### config.mk
export PLATFORM = sky130hd
export DESIGN_NAME = iodp_device_port
export DESIGN_NICKNAME = d
export VERILOG_FILES = /design/src/iodp_pkg.sv /design/src/iodp_lane_steer.sv /design/src/iodp_device_port.sv
export VERILOG_INCLUDE_DIRS = /design/src
export SDC_FILE = /design/constraint.sdc
export NUM_CORES = 1
export LEC_CHECK = 0
export BUFFER_PORTS_ARGS = -buffer_cell sky130_fd_sc_hd__buf_2
export CAP_MARGIN = 25
export CELL_PAD_IN_SITES_DETAIL_PLACEMENT = 1
export CELL_PAD_IN_SITES_GLOBAL_PLACEMENT = 1
export CORE_MARGIN = 4
export CORE_UTILIZATION = 25
export CTS_BUF_LIST = sky130_fd_sc_hd__clkbuf_4
export DETAILED_ROUTE_END_ITERATION = 6
export HOLD_SLACK_MARGIN = 0.08
export PLACE_DENSITY = 0.76
export SETUP_SLACK_MARGIN = 0.2
export SLEW_MARGIN = 15
export SYNTH_ARGS = -nofsm -noshare
export SYNTH_HDL_FRONTEND = slang
export SYNTH_SLANG_ARGS = --single-unit
### constraint.sdc
create_clock -name clock -period 1.95 [get_ports clock]
set_input_delay 0.39 -clock clock [delete_from_list [all_inputs] [get_ports clock]]
set_output_delay 0.39 -clock clock [all_outputs]
set_load 0.01 [all_outputs]
### src/iodp_defs.svh
// Constants of the device-controller channel port
// Summary of operation
// - Data path is 8, 16 or 32 bits, one, two or four lanes.
// - Each processor owns one independent path; this port serves one path.
// - Chained controllers take turns on the path, never driving together.
// - A one-lane controller works with every processor variant.
// - Every busy controller may raise its service request at once.
// - On a selector processor only one controller is busy at a time.
// - Priority chain picks highest requester; it returns address with acknowledge.
// - A connected controller asks for exactly one of four operations.
// - One connection moves up to four data bytes (no byte limit on a selector) or one control byte.
// - Data lanes are two-way; only one side drives at a time.
// - Interrupt acknowledge returns controller status on first lane only.
// - Status-to-processor returns one status byte on first lane only.
// - Data transfers use every lane of the configured path.
// - Addressed controller acknowledges the strobe; others pass the grant on.
// - Pending requester acknowledges only with grant and with no claim on the line, unless it drives its own claim.
// - Request strobe and its acknowledge form a closed loop.
`ifndef IODP_DEFS_SVH
`define IODP_DEFS_SVH
`define IODP_OP_DATA_OUT 2'h0
`define IODP_OP_DATA_IN 2'h1
`define IODP_OP_ORDER_OUT 2'h2
`define IODP_OP_STATUS_IN 2'h3
`define IODP_MAX_CONN_BYTES 3'h4
`define IODP_BYTE_RST 8'h00
`define IODP_WORD_RST 32'h0000_0000
`define IODP_LANES_RST 4'h0
`define IODP_FIRST_LANE 4'h1
`endif

### src/iodp_pkg.sv
// Types of the device-controller channel port
package iodp_pkg;
  typedef enum logic [2:0] {
    IODP_IDLE = 3'h0,
    IODP_ACK = 3'h1,
    IODP_CONN = 3'h3,
    IODP_STROBE = 3'h2,
    IODP_RELEASE = 3'h6
  } iodp_state_e;
  typedef logic [1:0] iodp_op_t;
endpackage : iodp_pkg

### src/iodp_lane_steer.sv
// Byte-lane driver and receive mask for the shared data lanes
`timescale 1ns/1ps
`default_nettype none
`include "iodp_defs.svh"
module iodp_lane_steer
  import iodp_pkg::*;
#(
  parameter int LANES = 4
)
(
  input wire logic clock,
  input wire logic sys_rst,
  input wire logic load,
  input wire logic release_,
  input wire logic firstOnly,
  input wire logic [31:0] txData,
  input wire logic [31:0] rxRaw,
  output logic [31:0] laneOut,
  output logic [3:0] laneOe,
  output logic [31:0] rxData
);
  function automatic logic [3:0] laneMask(input logic first);
    logic [3:0] m;
    m = (LANES == 4) ? 4'hF : (LANES == 2) ? 4'h3 : 4'h1;
    laneMask = first ? `IODP_FIRST_LANE : m;
  endfunction : laneMask

  // One, two or four lanes are the only widths with wiring behind them
  if (LANES != 1 && LANES != 2 && LANES != 4)
  begin : g_bad_lanes
    $error("LANES must be 1, 2 or 4");
  end

  logic [3:0] rxMask;
  assign rxMask = laneMask(firstOnly);

  // Only lanes of the active width pass or drive data
  genvar g;
  generate
    for (g = 0; g < 4; g++)
    begin : g_lane
      logic [7:0] byteQ;
      logic oeQ;
      assign rxData[8*g +: 8] = rxMask[g] ? rxRaw[8*g +: 8] : `IODP_BYTE_RST;
      assign laneOut[8*g +: 8] = byteQ;
      assign laneOe[g] = oeQ;
      always_ff @(posedge clock)
      begin
        if (sys_rst || release_)
        begin
          byteQ <= `IODP_BYTE_RST;
          oeQ <= 1'b0;
        end
        else if (load)
        begin
          byteQ <= rxMask[g] ? txData[8*g +: 8] : `IODP_BYTE_RST;
          oeQ <= rxMask[g];
        end
      end
    end
  endgenerate
endmodule : iodp_lane_steer
`default_nettype wire

### src/iodp_device_port.sv
// Device-controller end of the shared processor channel
`timescale 1ns/1ps
`default_nettype none
`include "iodp_defs.svh"
module iodp_device_port
  import iodp_pkg::*;
#(
  parameter int LANES = 4,
  parameter logic [7:0] DEV_ADDR = 8'h01,
  parameter bit SELECTOR = 1'b0,
  parameter bit HIGH_PRIORITY = 1'b0
)
(
  input wire logic clock,
  input wire logic sys_rst,
  input wire logic startInstr,
  input wire logic haltInstr,
  input wire logic testInstr,
  input wire logic deviceTestInstr,
  input wire logic interruptAckInstr,
  input wire logic serviceAckIndicator,
  input wire logic functionStrobe,
  input wire logic chainGrantIn,
  input wire logic highPriorityClaimIn,
  input wire logic requestStrobeAck,
  input wire logic endService,
  input wire logic [31:0] laneIn,
  output logic [31:0] laneOut,
  output logic [3:0] laneOe,
  output logic strobeAck,
  output logic chainGrantOut,
  output logic serviceRequest,
  output logic highPriorityClaimOut,
  output logic highPriorityClaimOe,
  output logic requestStrobe,
  output logic [7:0] responseOut,
  output logic responseOe,
  output logic dataOrder,
  output logic ioRequest,
  input wire logic userSvcReq,
  input wire logic [1:0] userOp,
  input wire logic userIntPending,
  input wire logic [7:0] userIntStatus,
  input wire logic [7:0] userDevStatus,
  input wire logic [31:0] userTxData,
  output logic userTxTake,
  output logic [31:0] userRxData,
  output logic userRxValid,
  output logic userIntAck,
  output logic userSvcDone,
  output logic connected
);
  // Wider lane counts are not wired on any channel variant
  if (LANES != 1 && LANES != 2 && LANES != 4)
  begin : g_bad_lanes
    $error("LANES must be 1, 2 or 4");
  end

  iodp_state_e stateQ;
  iodp_op_t opQ;
  logic svcPendQ, ackAioQ, ackAscQ, endSeenQ;
  logic [2:0] byteCntQ;
  logic [31:0] rxData;
  logic addrInstr, addrHit, claimOk, respond, isOrder, connDone;
  logic laneLoad, laneRelease, laneFirst;
  logic [2:0] stepBytes;

  assign addrInstr = startInstr | haltInstr | testInstr | deviceTestInstr;
  assign addrHit = laneIn[7:0] == DEV_ADDR;
  assign claimOk = !highPriorityClaimIn || highPriorityClaimOe;
  assign respond = functionStrobe && chainGrantIn &&
    ((addrInstr && addrHit) || (interruptAckInstr && userIntPending) ||
     (serviceAckIndicator && svcPendQ && claimOk));
  assign isOrder = opQ == `IODP_OP_ORDER_OUT || opQ == `IODP_OP_STATUS_IN;
  assign stepBytes = isOrder ? 3'h1 : 3'(LANES);
  assign connDone = endSeenQ ||
    (isOrder ? byteCntQ != 3'h0 :
     (!SELECTOR && byteCntQ >= `IODP_MAX_CONN_BYTES));

  // Sequence of acknowledge, connection and strobed transfers
  always_ff @(posedge clock)
  begin
    if (sys_rst)
      stateQ <= IODP_IDLE;
    else
    begin
      unique case (stateQ)
        IODP_IDLE:
          if (respond && !chainGrantOut)
            stateQ <= IODP_ACK;
        IODP_ACK:
          if (!functionStrobe)
            stateQ <= ackAscQ ? IODP_CONN : IODP_IDLE;
        IODP_CONN:
          stateQ <= connDone ? IODP_IDLE : IODP_STROBE;
        IODP_STROBE:
          if (requestStrobeAck)
            stateQ <= IODP_RELEASE;
        IODP_RELEASE:
          if (!requestStrobeAck)
            stateQ <= IODP_CONN;
      endcase
    end
  end

  // Pending service: a new request wins over the end of a connection
  always_ff @(posedge clock)
  begin
    if (sys_rst)
    begin
      svcPendQ <= 1'b0;
      opQ <= `IODP_OP_DATA_OUT;
    end
    else if (userSvcReq && !svcPendQ)
    begin
      svcPendQ <= 1'b1;
      opQ <= userOp;
    end
    else if (stateQ == IODP_CONN && connDone && !userSvcReq)
      svcPendQ <= 1'b0;
  end

  // Strobe answer and grant passing toward the next controller
  always_ff @(posedge clock)
  begin
    if (sys_rst || !functionStrobe)
    begin
      strobeAck <= 1'b0;
      chainGrantOut <= 1'b0;
      ackAioQ <= 1'b0;
      ackAscQ <= 1'b0;
      responseOe <= 1'b0;
      responseOut <= `IODP_BYTE_RST;
      dataOrder <= 1'b0;
      ioRequest <= 1'b0;
    end
    // Once the grant went downstream this strobe belongs to another unit
    else if (stateQ == IODP_IDLE && respond && !chainGrantOut)
    begin
      strobeAck <= 1'b1;
      ackAioQ <= interruptAckInstr;
      ackAscQ <= serviceAckIndicator;
      responseOe <= 1'b1;
      responseOut <= addrInstr ? userDevStatus : DEV_ADDR;
      dataOrder <= serviceAckIndicator ? opQ[1] : 1'b0;
      ioRequest <= serviceAckIndicator ? opQ[0] : 1'b0;
    end
    else if (stateQ == IODP_IDLE && chainGrantIn && !strobeAck)
      chainGrantOut <= 1'b1;
  end

  // Connection bookkeeping and request strobe
  always_ff @(posedge clock)
  begin
    if (sys_rst)
    begin
      connected <= 1'b0;
      requestStrobe <= 1'b0;
      byteCntQ <= 3'h0;
      endSeenQ <= 1'b0;
    end
    else
    begin
      if (stateQ == IODP_ACK && !functionStrobe && ackAscQ)
      begin
        connected <= 1'b1;
        byteCntQ <= 3'h0;
        endSeenQ <= 1'b0;
      end
      else if (stateQ == IODP_CONN && connDone)
        connected <= 1'b0;
      if (stateQ == IODP_CONN && !connDone)
        requestStrobe <= 1'b1;
      else if (stateQ == IODP_STROBE && requestStrobeAck)
      begin
        requestStrobe <= 1'b0;
        byteCntQ <= byteCntQ + stepBytes;
        endSeenQ <= endService;
      end
    end
  end

  // One-cycle notices toward the device side; service request and priority claim toward the channel
  always_ff @(posedge clock)
  begin
    if (sys_rst)
    begin
      userTxTake <= 1'b0;
      userRxValid <= 1'b0;
      userRxData <= `IODP_WORD_RST;
      userIntAck <= 1'b0;
      userSvcDone <= 1'b0;
      serviceRequest <= 1'b0;
      highPriorityClaimOe <= 1'b0;
      highPriorityClaimOut <= 1'b0;
    end
    else
    begin
      userTxTake <= stateQ == IODP_STROBE && requestStrobeAck &&
        (opQ == `IODP_OP_DATA_IN || opQ == `IODP_OP_STATUS_IN);
      userRxValid <= stateQ == IODP_STROBE && requestStrobeAck &&
        (opQ == `IODP_OP_DATA_OUT || opQ == `IODP_OP_ORDER_OUT);
      if (stateQ == IODP_STROBE && requestStrobeAck)
        userRxData <= rxData;
      userIntAck <= stateQ == IODP_ACK && !functionStrobe && ackAioQ;
      userSvcDone <= stateQ == IODP_CONN && connDone;
      serviceRequest <= svcPendQ && !connected;
      highPriorityClaimOe <= HIGH_PRIORITY && svcPendQ && !connected;
      highPriorityClaimOut <= HIGH_PRIORITY && svcPendQ && !connected;
    end
  end

  // Lanes are driven only by the connected or acknowledging controller
  assign laneFirst = ackAioQ || isOrder;
  assign laneLoad = (stateQ == IODP_ACK && ackAioQ) ||
    (stateQ == IODP_CONN && !connDone &&
     (opQ == `IODP_OP_DATA_IN || opQ == `IODP_OP_STATUS_IN));
  assign laneRelease = stateQ == IODP_IDLE || stateQ == IODP_RELEASE ||
    (stateQ == IODP_ACK && !functionStrobe);

  iodp_lane_steer #(.LANES(LANES)) u_lanes (
    .clock(clock),
    .sys_rst(sys_rst),
    .load(laneLoad),
    .release_(laneRelease),
    .firstOnly(laneFirst),
    .txData(ackAioQ ? {24'h0, userIntStatus} :
            opQ == `IODP_OP_STATUS_IN ? {24'h0, userDevStatus} : userTxData),
    .rxRaw(laneIn),
    .laneOut(laneOut),
    .laneOe(laneOe),
    .rxData(rxData)
  );

  localparam logic [3:0] USED = (LANES == 4) ? 4'hF :
    (LANES == 2) ? 4'h3 : 4'h1;

  property p_unused_lanes;
    @(posedge clock) disable iff (sys_rst) (laneOe & ~USED) == 4'h0;
  endproperty
  a_unused_lanes: assert property (p_unused_lanes)
    else $error("unused lane driven");
  property p_idle_released;
    @(posedge clock) disable iff (sys_rst)
      (stateQ == IODP_IDLE) |=> (laneOe == 4'h0 && !requestStrobe);
  endproperty
  a_idle_released: assert property (p_idle_released)
    else $error("idle controller drives lanes");
  property p_ack_xor_pass;
    @(posedge clock) disable iff (sys_rst) !(strobeAck && chainGrantOut);
  endproperty
  a_ack_xor_pass: assert property (p_ack_xor_pass)
    else $error("acknowledge and grant pass together");
  property p_ack_cause;
    @(posedge clock) disable iff (sys_rst)
      $rose(strobeAck) |-> $past(chainGrantIn) && $past(functionStrobe);
  endproperty
  a_ack_cause: assert property (p_ack_cause)
    else $error("acknowledge without grant");
  property p_rs_loop;
    @(posedge clock) disable iff (sys_rst)
      requestStrobe && requestStrobeAck |=> !requestStrobe;
  endproperty
  a_rs_loop: assert property (p_rs_loop)
    else $error("strobe not dropped after acknowledge");
  property p_first_lane;
    @(posedge clock) disable iff (sys_rst)
      (laneOe != 4'h0 && (ackAioQ || opQ == `IODP_OP_STATUS_IN))
        |-> laneOe == `IODP_FIRST_LANE;
  endproperty
  a_first_lane: assert property (p_first_lane)
    else $error("status on more than the first lane");
  property p_conn_bytes;
    @(posedge clock) disable iff (sys_rst)
      connected && !SELECTOR |-> byteCntQ <= `IODP_MAX_CONN_BYTES;
  endproperty
  a_conn_bytes: assert property (p_conn_bytes)
    else $error("connection moved too many bytes");
  property p_op_stable;
    @(posedge clock) disable iff (sys_rst)
      connected && $past(connected) |-> $stable(opQ);
  endproperty
  a_op_stable: assert property (p_op_stable)
    else $error("operation changed while connected");
  property p_claim_pending;
    @(posedge clock) disable iff (sys_rst)
      highPriorityClaimOe |-> $past(svcPendQ);
  endproperty
  a_claim_pending: assert property (p_claim_pending)
    else $error("priority claim without request");
  property p_full_lanes;
    @(posedge clock) disable iff (sys_rst)
      $rose(requestStrobe) && opQ == `IODP_OP_DATA_IN |-> laneOe == USED;
  endproperty
  a_full_lanes: assert property (p_full_lanes)
    else $error("data-in not on all lanes");

  c_connect: cover property (@(posedge clock) $rose(connected));
  c_pass: cover property (@(posedge clock) $rose(chainGrantOut));
  c_int_ack: cover property (@(posedge clock) userIntAck);
  c_data: cover property (@(posedge clock) userRxValid);
endmodule : iodp_device_port
`default_nettype wire

# --- Yosys cells after proc, flatten, opt, wreduce, memory -nomap -nowiden ---
# Index checks and enable logic that the tools add are counted.
totals:
  output_inout_bits: 90
  in_bits: 97
  wordCells: 133
  reg_bits: 99
classes:
  n_reduce_logical: 52
  add_sub_neg: 1
  bitwise: 4
  n_eq_ne: 12
  muxes: 35
  n_lt_le_gt_ge: 1
op_table:
  columns: ["operator", "n"]
  rows:
  - ["two-way mux 8 bit", 9]
  - ["two-way mux 32 bit", 2]
  - ["logical AND 1 bit", 24]
  - ["two-way mux 3 bit", 8]
  - ["one-hot mux 3 bit (5 select lines)", 1]
  - ["logical OR 1 bit", 12]
  - ["two-way mux 1 bit", 12]
  - ["== test 8 x 1 -> 1 bit (second input constant)", 1]
  - ["logical NOT 1 bit", 8]
  - ["inequality test 2 bit (second input constant)", 4]
  - ["== test 3 x 2 -> 1 bit (second input constant)", 2]
  - ["nonzero test 2 bit", 3]
  - ["== test 2 bit (second input constant)", 2]
  - ["two-way mux 2 bit", 2]
  - ["two-way mux 4 bit", 1]
  - ["AND reduction 4 bit", 1]
  - ["adder 3 bit", 1]
  - ["== test 3 x 1 -> 1 bit (second input constant)", 1]
  - ["== test 3 bit (second input constant)", 1]
  - ["greater-or-equal comparator 3 bit (second input constant)", 1]
  - ["logical NOT 3 bit", 1]
  - ["bitwise OR 1 bit", 3]
  - ["nonzero test 3 bit", 1]
  - ["== test 2 x 1 -> 1 bit (second input constant)", 1]
  - ["3 further kinds", 3]

# --- Longest topological paths before layout ---
depth:
  ltp_word: 11
  depth_mapped: 7
  depth_no_buf: 5

# --- Modules after synthesis ---
# A second synthesis with hierarchy kept.
hier_totals:
  hier_cells: 528
  hier_area_um2: 4400.5
modules_own_cells:
  columns: ["module", "seq_area_each_um2", "instances", "area_per_inst_um2", "cells_each"]
  rows:
  - ["iodp_device_port", 1261.2, 1, 2824.0, 350]
  - ["iodp_lane_steer", 680.7, 1, 1576.5, 178]

# --- Least setup slack after synthesis ---
# Ideal clock, no wire load.
synth_path:
  path_type: "input port to flip-flop"
  from: "input laneIn[5]"
  to: "register ioRequest"
  setup_slack_ps: -106
  setup_ps: 72
  arrival_ps: 1984
  path_stages: 5
  n_path_buf: 1
  cell_sequence: "or4b_1 -> or4_4 -> a21oi_4 -> buf_12 -> mux2i_1"
synth_between:
  elab_chain_len: 7
synth_rtl:
  columns: ["element", "line", "source"]
  rows:
  - ["from (decl)", "iodp_device_port.sv:27", "input wire logic [31:0] laneIn,"]
  - ["== test 8 x 1 -> 1 bit", "iodp_device_port.sv:69", "assign addrHit = laneIn[7:0] == DEV_ADDR;"]
  - ["logical AND 1 bit", "iodp_device_port.sv:72", "((addrInstr && addrHit) || (interruptAckInstr && userIntPending) ||"]
  - ["logical OR 1 bit (2 in a row)", "iodp_device_port.sv:72", null]
  - ["logical AND 1 bit", "iodp_device_port.sv:71", "assign respond = functionStrobe && chainGrantIn &&"]
  - ["logical AND 1 bit (2 in a row)", "iodp_device_port.sv:138", "else if (stateQ == IODP_IDLE && respond && !chainGrantOut)"]
  - ["to (signal assigned)", "iodp_device_port.sv:146", "ioRequest <= serviceAckIndicator ? opQ[0] : 1'b0;"]
  - ["to (decl)", "iodp_device_port.sv:39", "output logic ioRequest,"]
# No other way between the ends.
# A chain may end at the register's enable or synchronous reset.

# --- Worst setup path after layout ---
layout_path:
  from: "input laneIn[5]"
  to: "register responseOut[1]"
layout_between:
  elab_chain_len: 7
layout_rtl:
  columns: ["element", "line", "source"]
  rows:
  - ["== test 8 x 1 -> 1 bit", "iodp_device_port.sv:69", null]
  - ["logical AND 1 bit", "iodp_device_port.sv:72", null]
  - ["logical OR 1 bit (2 in a row)", "iodp_device_port.sv:72", null]
  - ["logical AND 1 bit", "iodp_device_port.sv:71", null]
  - ["logical AND 1 bit (2 in a row)", "iodp_device_port.sv:138", null]
  - ["to (signal assigned)", "iodp_device_port.sv:133", "responseOut <= `IODP_BYTE_RST;"]
  - ["to (signal assigned)", "iodp_device_port.sv:144", "responseOut <= addrInstr ? userDevStatus : DEV_ADDR;"]
  - ["to (decl)", "iodp_device_port.sv:36", "output logic [7:0] responseOut,"]
# No other way between the ends.

==> results.md <==
- Main synth FF type: dfxtp_1
- Int Power: 2.54 mW
- Clk buf depth: 2
- Sw Share: 25.0%
- GRT Overall Usage: 14.2%
- RSZ-0062 raised after global routing: true
- Final core utilization: 36.6%
- Pre-Repair DR Iteration Count: 4
- Initial Util: 25.6%
- Vias: 3,630
- Cell variety after synth: 43
- Final period utilization: 91.0%
- Setup CP Type: input pin to flop
- Synth Cell Area: 0.00372 sq mm
- Signal arrival time at the worst endpoint: 2.16 ns
- Element type at the critical path end: flop
- CP startpoint kind: input pin
- Hold path endpoint: userRxData[29]
- Max Cap Violations: 0
- Gr ovfl total: 0
- Combinational Power Share: 8.3%
- Vias in the first global route: 3,735
- Final Skew: 0.0152 ns
- # rows: 44
- Vias per cell: 4.70
- Top cells by area, synth: dfxtp_1, a22o_1, nand2_1
- Final hold vios: 0
- Register area share after synthesis: 52.2%
- R2R Path Start: chainGrantOut
- Cells after synthesis: 373
- Yosys reg bits: 97
- Layout cells sized above 1: 40.9%
- Clock Power Share: 32.4%
- Postcts setup bufs: 0
- TritonCTS clock tree: done
- Final layout net count: 681
- H-Tree Depth: 3
- Post-synth EDFFs: 0
- YS warnings: 0
- CP Data Required Time: 2.34 ns
- Hold Path Cell Cnt: 2
- Most frequent cells in the layout: buf_2, dfxtp_1, nand2_1
- Slew @ Worst Pin: 0.517 ns
- Fin. max-slew vios: 0
- Final critical delay including setup and external delays: 1.77 ns
- Wirelength, routed: 12,500 um
- Outcome: complete, no violations
- Normalized max-slew margin: 65.2%
- CTS sink cnt: 97
- Largest net degree at the start of global routing: 26
- Reg2Reg Setup Slack: 0.21 ns
- First-pass GRT wire length: 18,800 um
- Total die area: 0.0169 sq mm
- Non-filler cells, final: 772
- Layout area overhead: 42.8%
- Reg-to-Reg End: responseOut[1]
- Initial antenna violation count: 2
- Avg Cell Area, Syn: 9.98 sq um
- Async S/R FF share, synth: 0%
- Sequential share of power: 59.2%
- Hold wc startpoint: laneIn[29]
- Placed insts: 732
- Switching pwr: 846 uW
- Top-area cell type share of the netlist area: 52.2%
- Boundary Pins: 187
- Inserted Clock Buffers: 9
- Area leader, netlist: dfxtp_1
- WL per Instance: 16.1 um
- DRC: 0
- Worst r2r path cells: 5
- Antenna-violating nets left: 0
- Detailed placement HPWL: 9290 um
- Commonest non-fill, non-tap cell in the layout: buf_2
- Die Wd: 130 um
- Initial DRC Count: 120
- CP startpoint: laneIn[5]
- PwrDens: 637 mW/mm^2
- Clk slew on worst S/H paths: 0.15 ns
- Die height: 130 um
- Peak VDD IR: 0.389 mV
- CTS root buf: clkbuf_4
- Leakage Power: 2.49 nW
- Hold crit path type: input pin to flop
- Crit-path max FO: 13
- Fmax: 0.564 GHz
- Number of port buffers: 184
- Core area: 0.0145 sq mm
- Clk_lat worst skew: 0.46 ns
- GP Congestion: 0.790
- Final Setup Violations: 0
-- area by class of cell --
cell class	count	area (sq um)
fillers	1733	9220
flip-flops and latches	97	1950
multi-input cells	242	1640
repair buffers	228	1350
well taps	184	230
clock inverters	7	70.1
clock buffers	9	67.6
inverters	4	15.0
diodes	1	2.50
-- power groups by stage --
stage | logic, mW | registers (mW) | clock network, mW
global placement | 0.234 | 2.05 | 0
CTS | 0.280 | 2.01 | 1.17
floorplan | 0.0971 | 2.04 | 0
finish | 0.283 | 2.01 | 1.10
global route | 0.310 | 2.01 | 1.25
detailed placement | 0.244 | 2.05 | 0
-- Yosys cell counts, types with 3 or more instances --
library cell   n
dfxtp_1       97
nand2_1       57
a22o_1        46
mux2i_1       21
a21oi_1       20
clkbuf_1      19
nor2_1        14
nand3_1       10
nand2b_1       9
o211ai_1       9
mux2_2         8
buf_4          7
inv_1          4
nor2b_1        4
nor3_1         4
a211oi_1       3
buf_2          3
nor3b_1        3
nor4_1         3
o21ai_0        3
-- state kept, by name, indices dropped and copies added (netlist names) --
signal                flops
svcPendQ                  1
serviceRequest            1
userIntAck                1
ioRequest                 1
userRxValid               1
responseOut               8
byteCntQ                  3
endSeenQ                  1
userTxTake                1
requestStrobe             1
ackAscQ                   1
userRxData               32
dataOrder                 1
stateQ                    3
ackAioQ                   1
chainGrantOut             1
responseOe                1
userSvcDone               1
connected                 1
u_lanes.g_lane.oeQ        2
opQ                       2
u_lanes.g_lane.byteQ     32
-- critical path, stage by stage --
cell and delay (ns):
buf_2 0.10, or4b_1 0.52, or4_4 0.59, a21oi_4 0.17
buf_12 0.17, mux2i_1 0.21
-- repair_timing --
action	CTS	global route
gates resized for setup	2	6
pin swaps	1	1
endpoints found under the hold margin	22	1
gates cloned	0	0
setup endpoints to repair	35	66
hold buffers	22	1
-- cells by family (layout without fill, tap and decap cells) --
group | Yosys count | after routing | share of synthesized area [%]
flip-flops | 97 | 97 | 52.2
multiplexers | 29 | 29 | 8.07
AO/OA/AOI/OAI | 92 | 92 | 19.0
XOR/XNOR | 2 | 2 | 0.471
other | 1 | 3 | 0.101
adder cells (fa/ha/maj) | 2 | 2 | 0.672
AND/OR/NAND/NOR | 115 | 115 | 14.7
buffers and inverters | 35 | 248 | 4.77
-- through the flow --
stage	TNS [ns]	total power [mW]	area [sq um]	hold slack, ns	worst slack, ns
floorplan	-0.719	2.14	3720	0.438	-0.0827
global placement	-2.18	2.28	4920	0.441	-0.172
detailed placement	-2.82	2.29	4920	0.448	-0.248
CTS	0	3.46	5290	0.0802	0.141
global route	0	3.57	5320	0.0742	0.144
finish	0	3.39	5320	0.135	0.175
-- worst max-delay path by stage --
stage	endpoint	slack (ns)	depth (start not counted)
CTS	responseOut[1]	0.14	5
global placement	responseOut[1]	-0.17	6
floorplan	ioRequest	-0.08	5
global route	responseOut[3]	0.14	6
finish	responseOut[1]	0.18	6
detailed placement	responseOut[1]	-0.25	6
-- layer usage --
| layer | routed length [um] | track usage, % | part of all wire [%] |
|---|---|---|---|
| met5 | 20 | 0 | 0.16 |
| met4 | 216 | 4.77 | 1.7 |
| met3 | 938 | 5.28 | 7.5 |
| met2 | 6230 | 24.5 | 50 |
| met1 | 5070 | 16.2 | 41 |
No activity file was read; power rests on OpenSTA's default activity.
